==> src/errrec_pkg.sv <==
// constants, codes and carrier types for the error record counter registers
package errrec_pkg;

   // ------------------------------------------------------------------
   // feature register field positions and codes
   // ------------------------------------------------------------------
   localparam int FR_LOG_LSB    = 0;
   localparam int FR_IMPL_LSB   = 2;
   localparam int FR_REC_LSB    = 4;
   localparam int FR_FAULT_LSB  = 6;
   localparam int FR_ABORT_LSB  = 8;
   localparam int FR_CEC_LSB    = 12;
   localparam int FR_RP_BIT     = 15;

   localparam logic [1:0] SUP_NONE   = 2'h0;
   localparam logic [1:0] SUP_ALWAYS = 2'h1;
   localparam logic [1:0] SUP_ONE    = 2'h2;
   localparam logic [1:0] SUP_SPLIT  = 2'h3;

   localparam logic [2:0] CEC_NONE   = 3'h0;
   localparam logic [2:0] CEC_NARROW = 3'h2;
   localparam logic [2:0] CEC_WIDE   = 3'h4;

   // ------------------------------------------------------------------
   // syndrome register layout
   // ------------------------------------------------------------------
   localparam int CNT_LSB         = 32;
   localparam int WIDE_CNT_W      = 15;
   localparam int NARROW_CNT_W    = 7;
   localparam int WIDE_FLAG_BIT   = 47;
   localparam int NARROW_FLAG_BIT = 39;
   localparam int OTHER_LSB       = 48;
   localparam int OTHER_FLAG_BIT  = 63;
   localparam int TAG_LSB         = 0;
   localparam int TAG_W           = 16;
   localparam int TAG_VALID_BIT   = 16;
   localparam int PEND_BIT        = 17;

   localparam logic [63:0] MASK_WIDE_SINGLE = 64'h0000_ffff_0000_0000;
   localparam logic [63:0] MASK_WIDE_REPEAT = 64'hffff_ffff_0000_0000;
   localparam logic [63:0] MASK_NARROW      = 64'h0000_00ff_0000_0000;
   localparam logic [63:0] MISC_RST         = 64'h0000_0000_0000_0000;
   localparam logic [63:0] RDATA_RST        = 64'h0000_0000_0000_0000;

   // ------------------------------------------------------------------
   // carriers
   // ------------------------------------------------------------------
   typedef enum logic [2:0] {
      PART_FULL = 3'b001,
      PART_LOW  = 3'b010,
      PART_HIGH = 3'b100
   } part_type;

   typedef struct packed {
      logic             valid;
      logic             write;
      part_type         part;
      logic [7:0]       record;
      logic [63:0]      wdata;
   } acc_req_type;

   typedef struct packed {
      logic             ce;
      logic             de;
      logic             ue;
      logic             de_local;
      logic [TAG_W-1:0] syndrome;
   } err_event_type;

   typedef struct packed {
      logic [63:0]      misc;
      logic [63:0]      rdata;
      logic             rvalid;
      logic             abort;
   } state_type;

endpackage

==> src/error_record_counter_regs.sv <==
// error record feature and miscellaneous syndrome registers with error counters
//
// How it works
// (RULE1) feature [9:8] reports in-band abort support with the four-value code.
// (RULE2) feature [7:6] reports fault interrupt support, same four-value code.
// (RULE3) feature [5:4] reports recovery interrupt support, same four-value code.
// (RULE4) feature [1:0] reads 01 for always-on logging or 10 for switchable.
// (RULE5) feature [3:2] returns a fixed value chosen at build time.
// (RULE6) build option decides whether locally held deferred errors still abort.
// (RULE7) with no counter code every syndrome bit is plain storage; here recovery reset still clears bits 16 and 17.
// (RULE8) a record that cannot count reads counters as zero, drops writes.
// (RULE9) writing zero to the low syndrome half quiesces and drops the interrupt.
// (RULE10) interrupt source is off after cold reset until control enable is set.
// (RULE11) wide single layout: count at [46:32], sticky wrap flag at 47.
// (RULE12) narrow single layout: count at [38:32], sticky wrap flag at 39.
// (RULE13) single counter counts every corrected error, deferred ones optionally.
// (RULE14) single wrap flag sets and holds when the counter wraps through zero.
// (RULE15) writing wrap flags may disturb the status overflow bit, and back.
// (RULE16) counters and flags survive error recovery reset.
// (RULE17) repeat layout: other flag 63, other count [62:48], repeat flag 47.
// (RULE18) repeat count counts first error, capturing its tag, then matching ones.
// (RULE19) other count counts every countable error that repeat count did not.
// (RULE20) other wrap flag sets and holds when the other count wraps.
// (RULE21) repeat wrap flag sets and holds when the repeat count wraps.
// (RULE22) 64-bit register reached whole or as halves when select matches.
// (RULE23) only the node's first record shows the feature value.
// (RULE24) layout parameters drive both counters and feature fields.
`timescale 1ns/100ps

module error_record_counter_regs
   import errrec_pkg::*;
#(
   parameter logic [2:0] CEC_CODE       = CEC_WIDE,
   parameter bit         REPEAT_PRESENT = 1'b0,
   parameter bit         CAN_COUNT      = 1'b1,
   parameter bit         COUNT_DEFERRED = 1'b0,
   parameter bit         DEFERRED_ABORT = 1'b0,
   parameter bit         FIRST_RECORD   = 1'b1,
   parameter logic [7:0] RECORD_NUM     = 8'h00,
   parameter logic [1:0] ABORT_CODE     = SUP_ALWAYS,
   parameter logic [1:0] FAULT_CODE     = SUP_ONE,
   parameter logic [1:0] RECOVERY_CODE  = SUP_ONE,
   parameter logic [1:0] LOG_CODE       = SUP_ALWAYS,
   parameter logic [1:0] IMPL_BITS      = 2'h0
) (
   input  logic          clk,            // 10 MHz clock
   input  logic          rstn,           // cold reset, async, active low
   input  logic          ce_en,          // clock enable, low freezes all state
   input  logic          erec_rst,       // error recovery reset, one cycle
   input  logic          ctl_irq_enable, // enable field from record control
   input  acc_req_type   acc,            // selected-record alias access
   input  err_event_type ev,             // error events from the node
   output logic [63:0]   rdata,          // read answer
   output logic          rvalid,         // read answer strobe
   output logic [63:0]   feature_reg,    // node feature register value
   output logic          fault_irq_req,  // fault handling interrupt request
   output logic          abort_resp      // in-band abort to the requester
);

   // ------------------------------------------------------------------
   // build-time layout
   // ------------------------------------------------------------------
   localparam bit          WIDE    = (CEC_CODE == CEC_WIDE);
   localparam bit          HAS_CEC = (CEC_CODE != CEC_NONE);
   // repeat layout only exists in wide form here
   localparam bit          REP     = REPEAT_PRESENT && WIDE;
   localparam bit          COUNTS  = CAN_COUNT && HAS_CEC;
   localparam bit          SINGLE  = COUNTS && !REP;
   localparam logic [63:0] CNT_MASK = !HAS_CEC ? 64'h0 :
                                      (REP ? MASK_WIDE_REPEAT :
                                      (WIDE ? MASK_WIDE_SINGLE : MASK_NARROW));
   localparam logic [14:0] PRIM_MAX = WIDE ? 15'h7fff : 15'h007f;
   localparam int          PRIM_FLAG = WIDE ? WIDE_FLAG_BIT : NARROW_FLAG_BIT;

   localparam logic [63:0] FEATURE_VAL = {
      48'h0,
      REP && HAS_CEC,                                       // RULE24
      CEC_CODE,                                             // RULE24
      2'h0,
      ABORT_CODE,                                           // RULE1
      FAULT_CODE,                                           // RULE2
      RECOVERY_CODE,                                        // RULE3
      IMPL_BITS,                                            // RULE5
      LOG_CODE                                              // RULE4
   };

   localparam state_type RST = '{misc: MISC_RST, rdata: RDATA_RST, rvalid: 1'b0,
                                 abort: 1'b0};

   // ------------------------------------------------------------------
   // helpers
   // ------------------------------------------------------------------
   // returns {wrap, value+1}; narrow counts pass {8'hff, v} so wrap tracks 7 bits
   function automatic logic [15:0] bump(input logic [14:0] v);
      return {&v, v + 15'h1};
   endfunction

   state_type   s_r;
   state_type   s_nxt;
   logic        hit;
   logic        countable;
   logic [63:0] wr_val;
   logic [15:0] b;

   assign hit       = acc.valid && (acc.record == RECORD_NUM);         // RULE22
   assign countable = ev.ce || (COUNT_DEFERRED && (ev.de || ev.ue));   // RULE13

   // ------------------------------------------------------------------
   // next state
   // ------------------------------------------------------------------
   always_comb begin
      s_nxt        = s_r;
      wr_val       = s_r.misc;
      b            = 16'h0;
      s_nxt.rvalid = 1'b0;
      if (hit && acc.write) begin
         case (acc.part)                                            // RULE22
            PART_FULL: wr_val = acc.wdata;
            PART_LOW:  wr_val[31:0] = acc.wdata[31:0];
            PART_HIGH: wr_val[63:32] = acc.wdata[31:0];
            default:   wr_val = s_r.misc;
         endcase
      end
      // a record that cannot count keeps its counter fields at zero
      if (!CAN_COUNT) begin
         wr_val = wr_val & ~CNT_MASK;                               // RULE8
      end
      // counters and flags are left alone by error recovery reset
      if (erec_rst) begin
         wr_val[TAG_VALID_BIT] = 1'b0;                              // RULE16
         wr_val[PEND_BIT]      = 1'b0;
      end
      // events apply after the write, so a set beats a same-cycle clear
      if (COUNTS && countable) begin
         if (SINGLE && WIDE) begin
            b = bump(wr_val[CNT_LSB +: WIDE_CNT_W]);                // RULE13
            wr_val[CNT_LSB +: WIDE_CNT_W] = b[14:0];                // RULE11
            if (b[15]) begin
               wr_val[WIDE_FLAG_BIT] = 1'b1;                        // RULE14
               wr_val[PEND_BIT]      = 1'b1;
            end
         end else if (SINGLE) begin
            b = bump({8'hff, wr_val[CNT_LSB +: NARROW_CNT_W]});     // RULE13
            wr_val[CNT_LSB +: NARROW_CNT_W] = b[6:0];               // RULE12
            if (b[15]) begin
               wr_val[NARROW_FLAG_BIT] = 1'b1;                      // RULE14
               wr_val[PEND_BIT]        = 1'b1;
            end
         end else if (!wr_val[TAG_VALID_BIT] ||
                      wr_val[TAG_LSB +: TAG_W] == ev.syndrome) begin
            wr_val[TAG_LSB +: TAG_W] = ev.syndrome;                 // RULE18
            wr_val[TAG_VALID_BIT]    = 1'b1;
            b = bump(wr_val[CNT_LSB +: WIDE_CNT_W]);
            wr_val[CNT_LSB +: WIDE_CNT_W] = b[14:0];                // RULE18
            if (b[15]) begin
               wr_val[WIDE_FLAG_BIT] = 1'b1;                        // RULE21
               wr_val[PEND_BIT]      = 1'b1;
            end
         end else begin
            b = bump(wr_val[OTHER_LSB +: WIDE_CNT_W]);              // RULE19
            wr_val[OTHER_LSB +: WIDE_CNT_W] = b[14:0];              // RULE17
            if (b[15]) begin
               wr_val[OTHER_FLAG_BIT] = 1'b1;                       // RULE20
               wr_val[PEND_BIT]       = 1'b1;
            end
         end
      end
      s_nxt.misc = wr_val;                                          // RULE7
      if (hit && !acc.write) begin
         s_nxt.rvalid = 1'b1;
         case (acc.part)                                            // RULE22
            PART_LOW:  s_nxt.rdata = {32'h0, s_r.misc[31:0]};
            PART_HIGH: s_nxt.rdata = {32'h0, s_r.misc[63:32]};
            default:   s_nxt.rdata = s_r.misc;
         endcase
      end
      s_nxt.abort = (ABORT_CODE != SUP_NONE) &&
                    (ev.ue || (ev.de_local && DEFERRED_ABORT));     // RULE6
   end

   // ------------------------------------------------------------------
   // state register
   // ------------------------------------------------------------------
   // counters clear on cold reset: zero is one legal unknown value
   always_ff @(posedge clk or negedge rstn) begin
      if (!rstn) begin
         s_r <= RST;                                                // RULE16
      end else if (ce_en) begin
         s_r <= s_nxt;
      end
   end

   // ------------------------------------------------------------------
   // outputs
   // ------------------------------------------------------------------
   assign rdata         = s_r.rdata;
   assign rvalid        = s_r.rvalid;
   assign abort_resp    = s_r.abort;
   assign feature_reg   = FIRST_RECORD ? FEATURE_VAL : 64'h0;      // RULE23
   // pending source stays silent until control software enables it
   assign fault_irq_req = s_r.misc[PEND_BIT] && ctl_irq_enable;    // RULE10

   // ------------------------------------------------------------------
   // checks
   // ------------------------------------------------------------------
   logic [14:0] prim_cnt;
   logic [14:0] other_cnt;
   logic        prim_flag;
   logic        quiet;

   assign prim_cnt  = WIDE ? s_r.misc[CNT_LSB +: WIDE_CNT_W]
                           : {8'h0, s_r.misc[CNT_LSB +: NARROW_CNT_W]};
   assign other_cnt = s_r.misc[OTHER_LSB +: WIDE_CNT_W];
   assign prim_flag = s_r.misc[PRIM_FLAG];
   assign quiet     = ce_en && !(hit && acc.write) && !erec_rst;
endmodule // error_record_counter_regs

==> config.mk <==
export PLATFORM = sky130hd
export DESIGN_NAME = error_record_counter_regs
export DESIGN_NICKNAME = d
export VERILOG_FILES = /design/src/errrec_pkg.sv /design/src/error_record_counter_regs.sv
export SDC_FILE = /design/constraint.sdc
export NUM_CORES = 1
export LEC_CHECK = 0
export ABC_AREA = 1
export BUFFER_PORTS_ARGS = -buffer_cell sky130_fd_sc_hd__buf_4
export CAP_MARGIN = 20
export CORE_ASPECT_RATIO = 1.25
export CORE_MARGIN = 2
export CORE_UTILIZATION = 30
export DETAILED_ROUTE_END_ITERATION = 12
export GPL_TIMING_DRIVEN = 0
export PLACE_DENSITY = 0.56
export SYNTH_ARGS = -nofsm -noshare
export SYNTH_HDL_FRONTEND = slang
export SYNTH_SLANG_ARGS = --single-unit
==> constraint.sdc <==
create_clock -name clk -period 3.63 [get_ports clk]
set_clock_uncertainty 0.15 [all_clocks]
set_input_delay 0.1815 -clock clk [delete_from_list [all_inputs] [get_ports clk]]
set_output_delay 0.1815 -clock clk [all_outputs]
set_load 0.05 [all_outputs]
Word-level counts from Yosys, hierarchy flattened
Cells that the tools add are included.
{"block": "word_totals", "register_bits": 130, "word_cells": 29, "inputBits": 102}
{"block": "op_classes", "eq_ne": 3, "muxes": 10, "addsub": 1, "reduce_logical": 10}
{"operator": "64-bit case mux with 2 select lines", "n": 1}
{"operator": "64-bit two-way mux", "n": 1}
{"operator": "32-bit case mux with 2 select lines", "n": 1}
{"operator": "32-bit two-way mux", "n": 1}
{"operator": "18-bit two-way mux", "n": 1}
{"operator": "16-bit two-way mux", "n": 1}
{"operator": "15-bit by 1-bit adder with 15-bit output (second input constant)", "n": 1}
{"operator": "15-bit AND reduction", "n": 1}
{"operator": "8-bit zero test", "n": 1}
{"operator": "1-bit logical AND", "n": 4}
{"operator": "3-bit by 1-bit equality test with 1-bit output (second input constant)", "n": 1}
{"operator": "3-bit by 2-bit equality test with 1-bit output (second input constant)", "n": 1}
{"operator": "3-bit equality test (second input constant)", "n": 1}
{"operator": "1-bit two-way mux", "n": 3}
{"operator": "3-bit AND reduction", "n": 1}
{"operator": "2-bit two-way mux", "n": 1}
{"operator": "2-bit AND reduction", "n": 1}
{"operator": "2-bit OR reduction", "n": 1}
{"operator": "1-bit zero test", "n": 1}

Logic depth before layout (Yosys ltp)
{"block": "logic_depth", "word_depth": 7, "ltp_mapped": 18, "mapped_depth_nobuf": 17}

Worst setup path before layout
No wires, ideal clock.
{"block": "synth_path", "path_type": "input to register", "startpoint": "in acc[72] in the netlist's numbering", "endpoint": "reg s_r, in the netlist prim_cnt[12]", "setup_slack_ps": 1585, "arrival_ps": 1778, "n_path_buf": 2, "path_stages": 17, "setup_time_ps": 116, "cell_sequence": "buf_6 > nor2_4 > nand2_2 > nand2_2 > buf_6 > nand3_4 > nand2_1 > o21ai_1 > inv_2 > ha_1 > nand3_1 > nor2_1 > nand3_2 > nor2_1 > nor2_1 > nand2_1 > nand2_1"}
{"block": "synth_via", "elab_chain_len": 5, "elab_cells_between_ends": 6}
{"element": "from (decl)", "line_no": "error_record_counter_regs.sv:51", "source": "input acc_req_type acc,"}
{"element": "3-bit equality test / 3-bit by 1-bit equality test with 1-bit output (equally long branches)", "line_no": "error_record_counter_regs.sv:117", "source": "case (acc.part)"}
{"element": "32-bit case mux with 2 select lines (*)", "line_no": "error_record_counter_regs.sv:117"}
{"element": "64-bit two-way mux (*)", "line_no": "error_record_counter_regs.sv:116", "source": "if (hit && acc.write) begin"}
{"element": "15-bit by 1-bit adder with 15-bit output"}
{"element": "16-bit two-way mux (*)", "line_no": "error_record_counter_regs.sv:134", "source": "if (COUNTS && countable) begin"}
{"element": "to (signal assigned)", "line_no": "error_record_counter_regs.sv:189", "source": "s_r <= s_nxt;"}
{"element": "to (decl)", "line_no": "error_record_counter_regs.sv:98", "source": "state_type s_r;"}
Every way passes the cells marked *; elsewhere a longest branch is shown, timed or not.
A chain may end at the register's enable or synchronous reset.

Worst setup path in the final report
{"block": "layout_path", "startpoint": "in acc[71] in the netlist's numbering", "endpoint": "reg s_r[82] in the netlist's numbering"}
{"block": "layout_via", "elab_chain_len": 6}
{"element": "8-bit zero test", "line_no": "error_record_counter_regs.sv:105", "source": "assign hit = acc.valid && (acc.record == RECORD_NUM);"}
{"element": "1-bit logical AND", "line_no": "error_record_counter_regs.sv:105"}
{"element": "1-bit logical AND"}
{"element": "64-bit two-way mux", "line_no": "error_record_counter_regs.sv:116"}
{"element": "2-bit two-way mux", "line_no": "error_record_counter_regs.sv:129", "source": "if (erec_rst) begin"}
{"element": "18-bit two-way mux", "line_no": "error_record_counter_regs.sv:134"}
No other way between the ends.

==> flow_metrics.tcl <==
set metrics [dict create \
    first_global_vias 6823 \
    cp.required_ns 3.84 \
    rsz0062_at_grt "false" \
    route.antenna.remaining_nets 0 \
    tritoncts_clock_tree "done" \
    routed_wire_length_per_instance_um 15.2 \
    cts.reportedPaths.clkPinSlew_ns 0.06 \
    critical_path.endpoint_type "register" \
    antenna_fix_cells 0 \
    synthDistinctLibCells 39 \
    startpoint "acc[71]" \
    clock_tree.root_cell "clkbuf_16" \
    async_reset_ff_frac 1.00 \
    synth.yosys.seq_area_share 0.437 \
    die-area_sq_mm 0.0261 \
    clk_latency_ns 0.42 \
    maxClockFrequency_ghz 0.405 \
    cap_viol_max_count 0 \
    fin_nets 1323 \
    timing.critical_path.arrival_ns 2.68 \
    synth_enable_flop_cells 0 \
    r2r-start "prim_cnt[1]$_DFFE_PN0P_" \
    initial_utilization 0.305 \
    area_share_of_the_leading_cell_type_in_the_synthesized_netlist 0.437 \
    tns_ns 0 \
    clock_tree.buffer_depth 2 \
    ys.flop_type "dfrtp_1" \
    cts_repair_resize_count 0 \
    syn_area_per_cell_sq_um 7.93 \
    gr-usage-all-layers 0.183 \
    fp.coreArea_sq_mm 0.0244 \
    first_pass_iters 5 \
    critPathKind "primary input to register" \
    path_delay_family "simple AND/OR/NAND/NOR gates" \
    timing.critical_path.to "s_r[82]$_DFFE_PN0P_" \
    post_synth_instance_area_sq_mm 0.00745 \
    synth_top_cells_by_area "dfrtp_1 44%, nand2_1 15%, buf_4 13%" \
    drt-total-wl_um 23700 \
    drc 0 \
    finalCritPeriodShare 0.679 \
    cp_slowest_cell "dlygate4sd3_1" \
    outcome "completed" \
    grt_overflow 0 \
    reg2regPathDepth 14 \
    gp_routability_congestion 0.880 \
    critical_path_cell_by_cell "buf_4, nor2_1, nand2_1, nor3_4, nand2_1, nor2_2, inv_2, buf_2, a221oi_1, dlygate4sd3_1" \
    critical_path.max_fanout 10 \
    drive_above_1_share 0.291 \
    leak_pwr_nw 5.48 \
    syn-instance-count 940 \
    tritoncts_num_sinks 130 \
    cp_num_cells 10 \
    horiz_die_dim_um 145 \
    stdcell_area_sq_mm 0.0104 \
    synth.largest_area_cell "dfrtp_1" \
    final-setup-viol-count 0 \
    ys.warnings.count 0 \
    timing_worst_slew_pin_value_ns 0.742 \
    rows 64 \
    worst_ir_drop_vdd_v 0.000299 \
    yosys_reg_bits 130 \
    reg2reg_to "prim_cnt[12]$_DFFE_PN0P_" \
    post_dp_cell_area_sq_mm 0.00923 \
    pwr_density_cell_mw_per_mm2 403 \
    route.vias.total 6854 \
    io_pins 233 \
    place_hpwl_um 17700 \
    worst_path_most_repeated_cell "nand2_1" \
    cts_buffers 17 \
    worst_hold_check_path_type "primary input to register" \
    vias_per_cell 4.39 \
    regToRegSetupSlack_ns 1.66 \
    slew-limit-headroom 0.505 \
    cts.htree.levels 4 \
    antenna_violations_before_repair 0 \
    port_buffers 147 \
    grt_start_max_net_pins 76 \
    final_period_minus_worst_setup_slack_ns 2.47 \
    grt_first_pass_wirelength_um 37300 \
    cp_num_buf_inv 4 \
    post_cts.repair.setup_buffers 0 \
    start_kind "primary input" \
    final_max_slew_viol_count 0 \
    synthesis_to_finish_area_growth_pct 39.8 \
    slowest_delay_ns 0.58 \
    final_hold_viol_count 0 \
    chipHeight_um 180 \
    detailedRoute.firstIterationViolations 375 \
]
-- layout make-up --
type                            count  area, sq um
Fill cell                        2494        14000
Clock inverter                     13          233
Clock buffer                       18          439
Multi-Input combinational cell    635         3000
Sequential cell                   130         3250
Timing Repair Buffer              199         1650
Buffer                            171         1180
Tap cell                          330          413
Inverter                           66          248
-- worst min-delay path by stage --
stage | slack (ns) | start | end | cells after the start
floorplan | -0.26 | rstn | abort_resp$_DFFE_PN0P_ | 0
global placement | 0.23 | erec_rst | s_r[82]$_DFFE_PN0P_ | 2
detailed placement | 0.03 | rstn | rdata[34]$_DFFE_PN0P_ | 1
CTS | 0.04 | acc[17] | s_r[83]$_DFFE_PN0P_ | 5
global route | 0.07 | acc[48] | other_cnt[0]$_DFFE_PN0P_ | 4
finish | 0.05 | acc[17] | s_r[83]$_DFFE_PN0P_ | 5
-- layout by cell type, fill, tap and decap left out, types with 11 or more instances in the layout --
cell type,instances
nor2_1,24
clkbuf_16,17
o21ai_0,98
clkbuf_1,25
dlygate4sd3_1,51
nand3_1,41
o31ai_1,19
inv_1,60
conb_1,64
mux2i_1,11
buf_4,275
a21oi_1,13
dfrtp_1,130
nand2_1,301
-- where the power goes --
group	switching (W)	internal [W]
Sequential	0.0000182	0.00148
Combinational	0.000463	0.000242
Clock	0.000682	0.00131
Total	0.00116	0.00303
-- worst reg2reg max path: stages (launching register included) --
cell and delay [ns]:
dfrtp_1 0.32, inv_1 0.12, nand2_1 0.10, nand2_1 0.05
nand2_1 0.05, nand2_1 0.08, inv_1 0.07, ha_1 0.19
nand3_1 0.09, nor2_1 0.26, nand3_2 0.13, nor2_1 0.11
nor2_1 0.05, nand2_1 0.07, nand2_1 0.05
-- synth_stat cells, types with 2 or more instances --
library cell / number
nor2_4: 3
a21oi_1: 13
buf_1: 2
o22ai_1: 2
o21ai_0: 98
nor2_1: 24
nand2_4: 3
dfrtp_1: 130
nor2_2: 4
buf_4: 129
mux2i_1: 11
nand3_2: 2
nand3_1: 41
a221oi_2: 4
buf_6: 4
buf_2: 10
inv_2: 6
o31ai_1: 19
nand4_1: 10
o21ai_1: 8
inv_1: 60
nand2_1: 301
clkbuf_1: 25
nand2_2: 9
conb_1: 2
nor3_1: 2
a221oi_1: 6
-- layer usage --
metal	routed length (um)	global-route usage
met1	9680	0.218
met2	12100	0.323
met3	1310	0.0367
met4	593	0.0677
met5	0	0
-- logic make-up (layout without fill, tap and decap cells) --
logic type      after synthesis  count (layout)  synth area share
compound gates              155             155             0.121
buf+inv                     237             467             0.192
other cells                   2              64           0.00101
fa+ha+maj                     1               1           0.00168
flops                       130             130             0.437
simple gates                403             403             0.232
mux                          11              11            0.0148
xor+xnor                      1               1           0.00118
-- timing repair --
item,4_1_cts,5_1_grt
hold buffers,51,0
endpoints found under the hold margin,104,0
setup endpoints to repair,0,0
-- stage by stage --
stage	std cells	hold WS, ns	power [W]	util	setup WS (ns)
after CTS	1562	0.0358	0.00422	0.426	1.19
after detailed placement	1480	0.0341	0.00219	0.378	1.12
final	1562	0.0467	0.00419	0.426	1.16
after floorplan	1002	-0.264	0.00197	-	1.59
after global routing	1562	0.0670	0.00435	0.426	1.02
after global placement	1479	0.231	0.00219	0.377	1.14
-- state kept, by name, summed over array words and instances, names as in the netlist --
| signal | cells |
|---|---|
| s_r | 33 |
| prim_flag | 1 |
| abort_resp | 1 |
| prim_cnt | 15 |
| rvalid | 1 |
| rdata | 64 |
| other_cnt | 15 |
No activity file was read; power rests on OpenSTA's default activity.
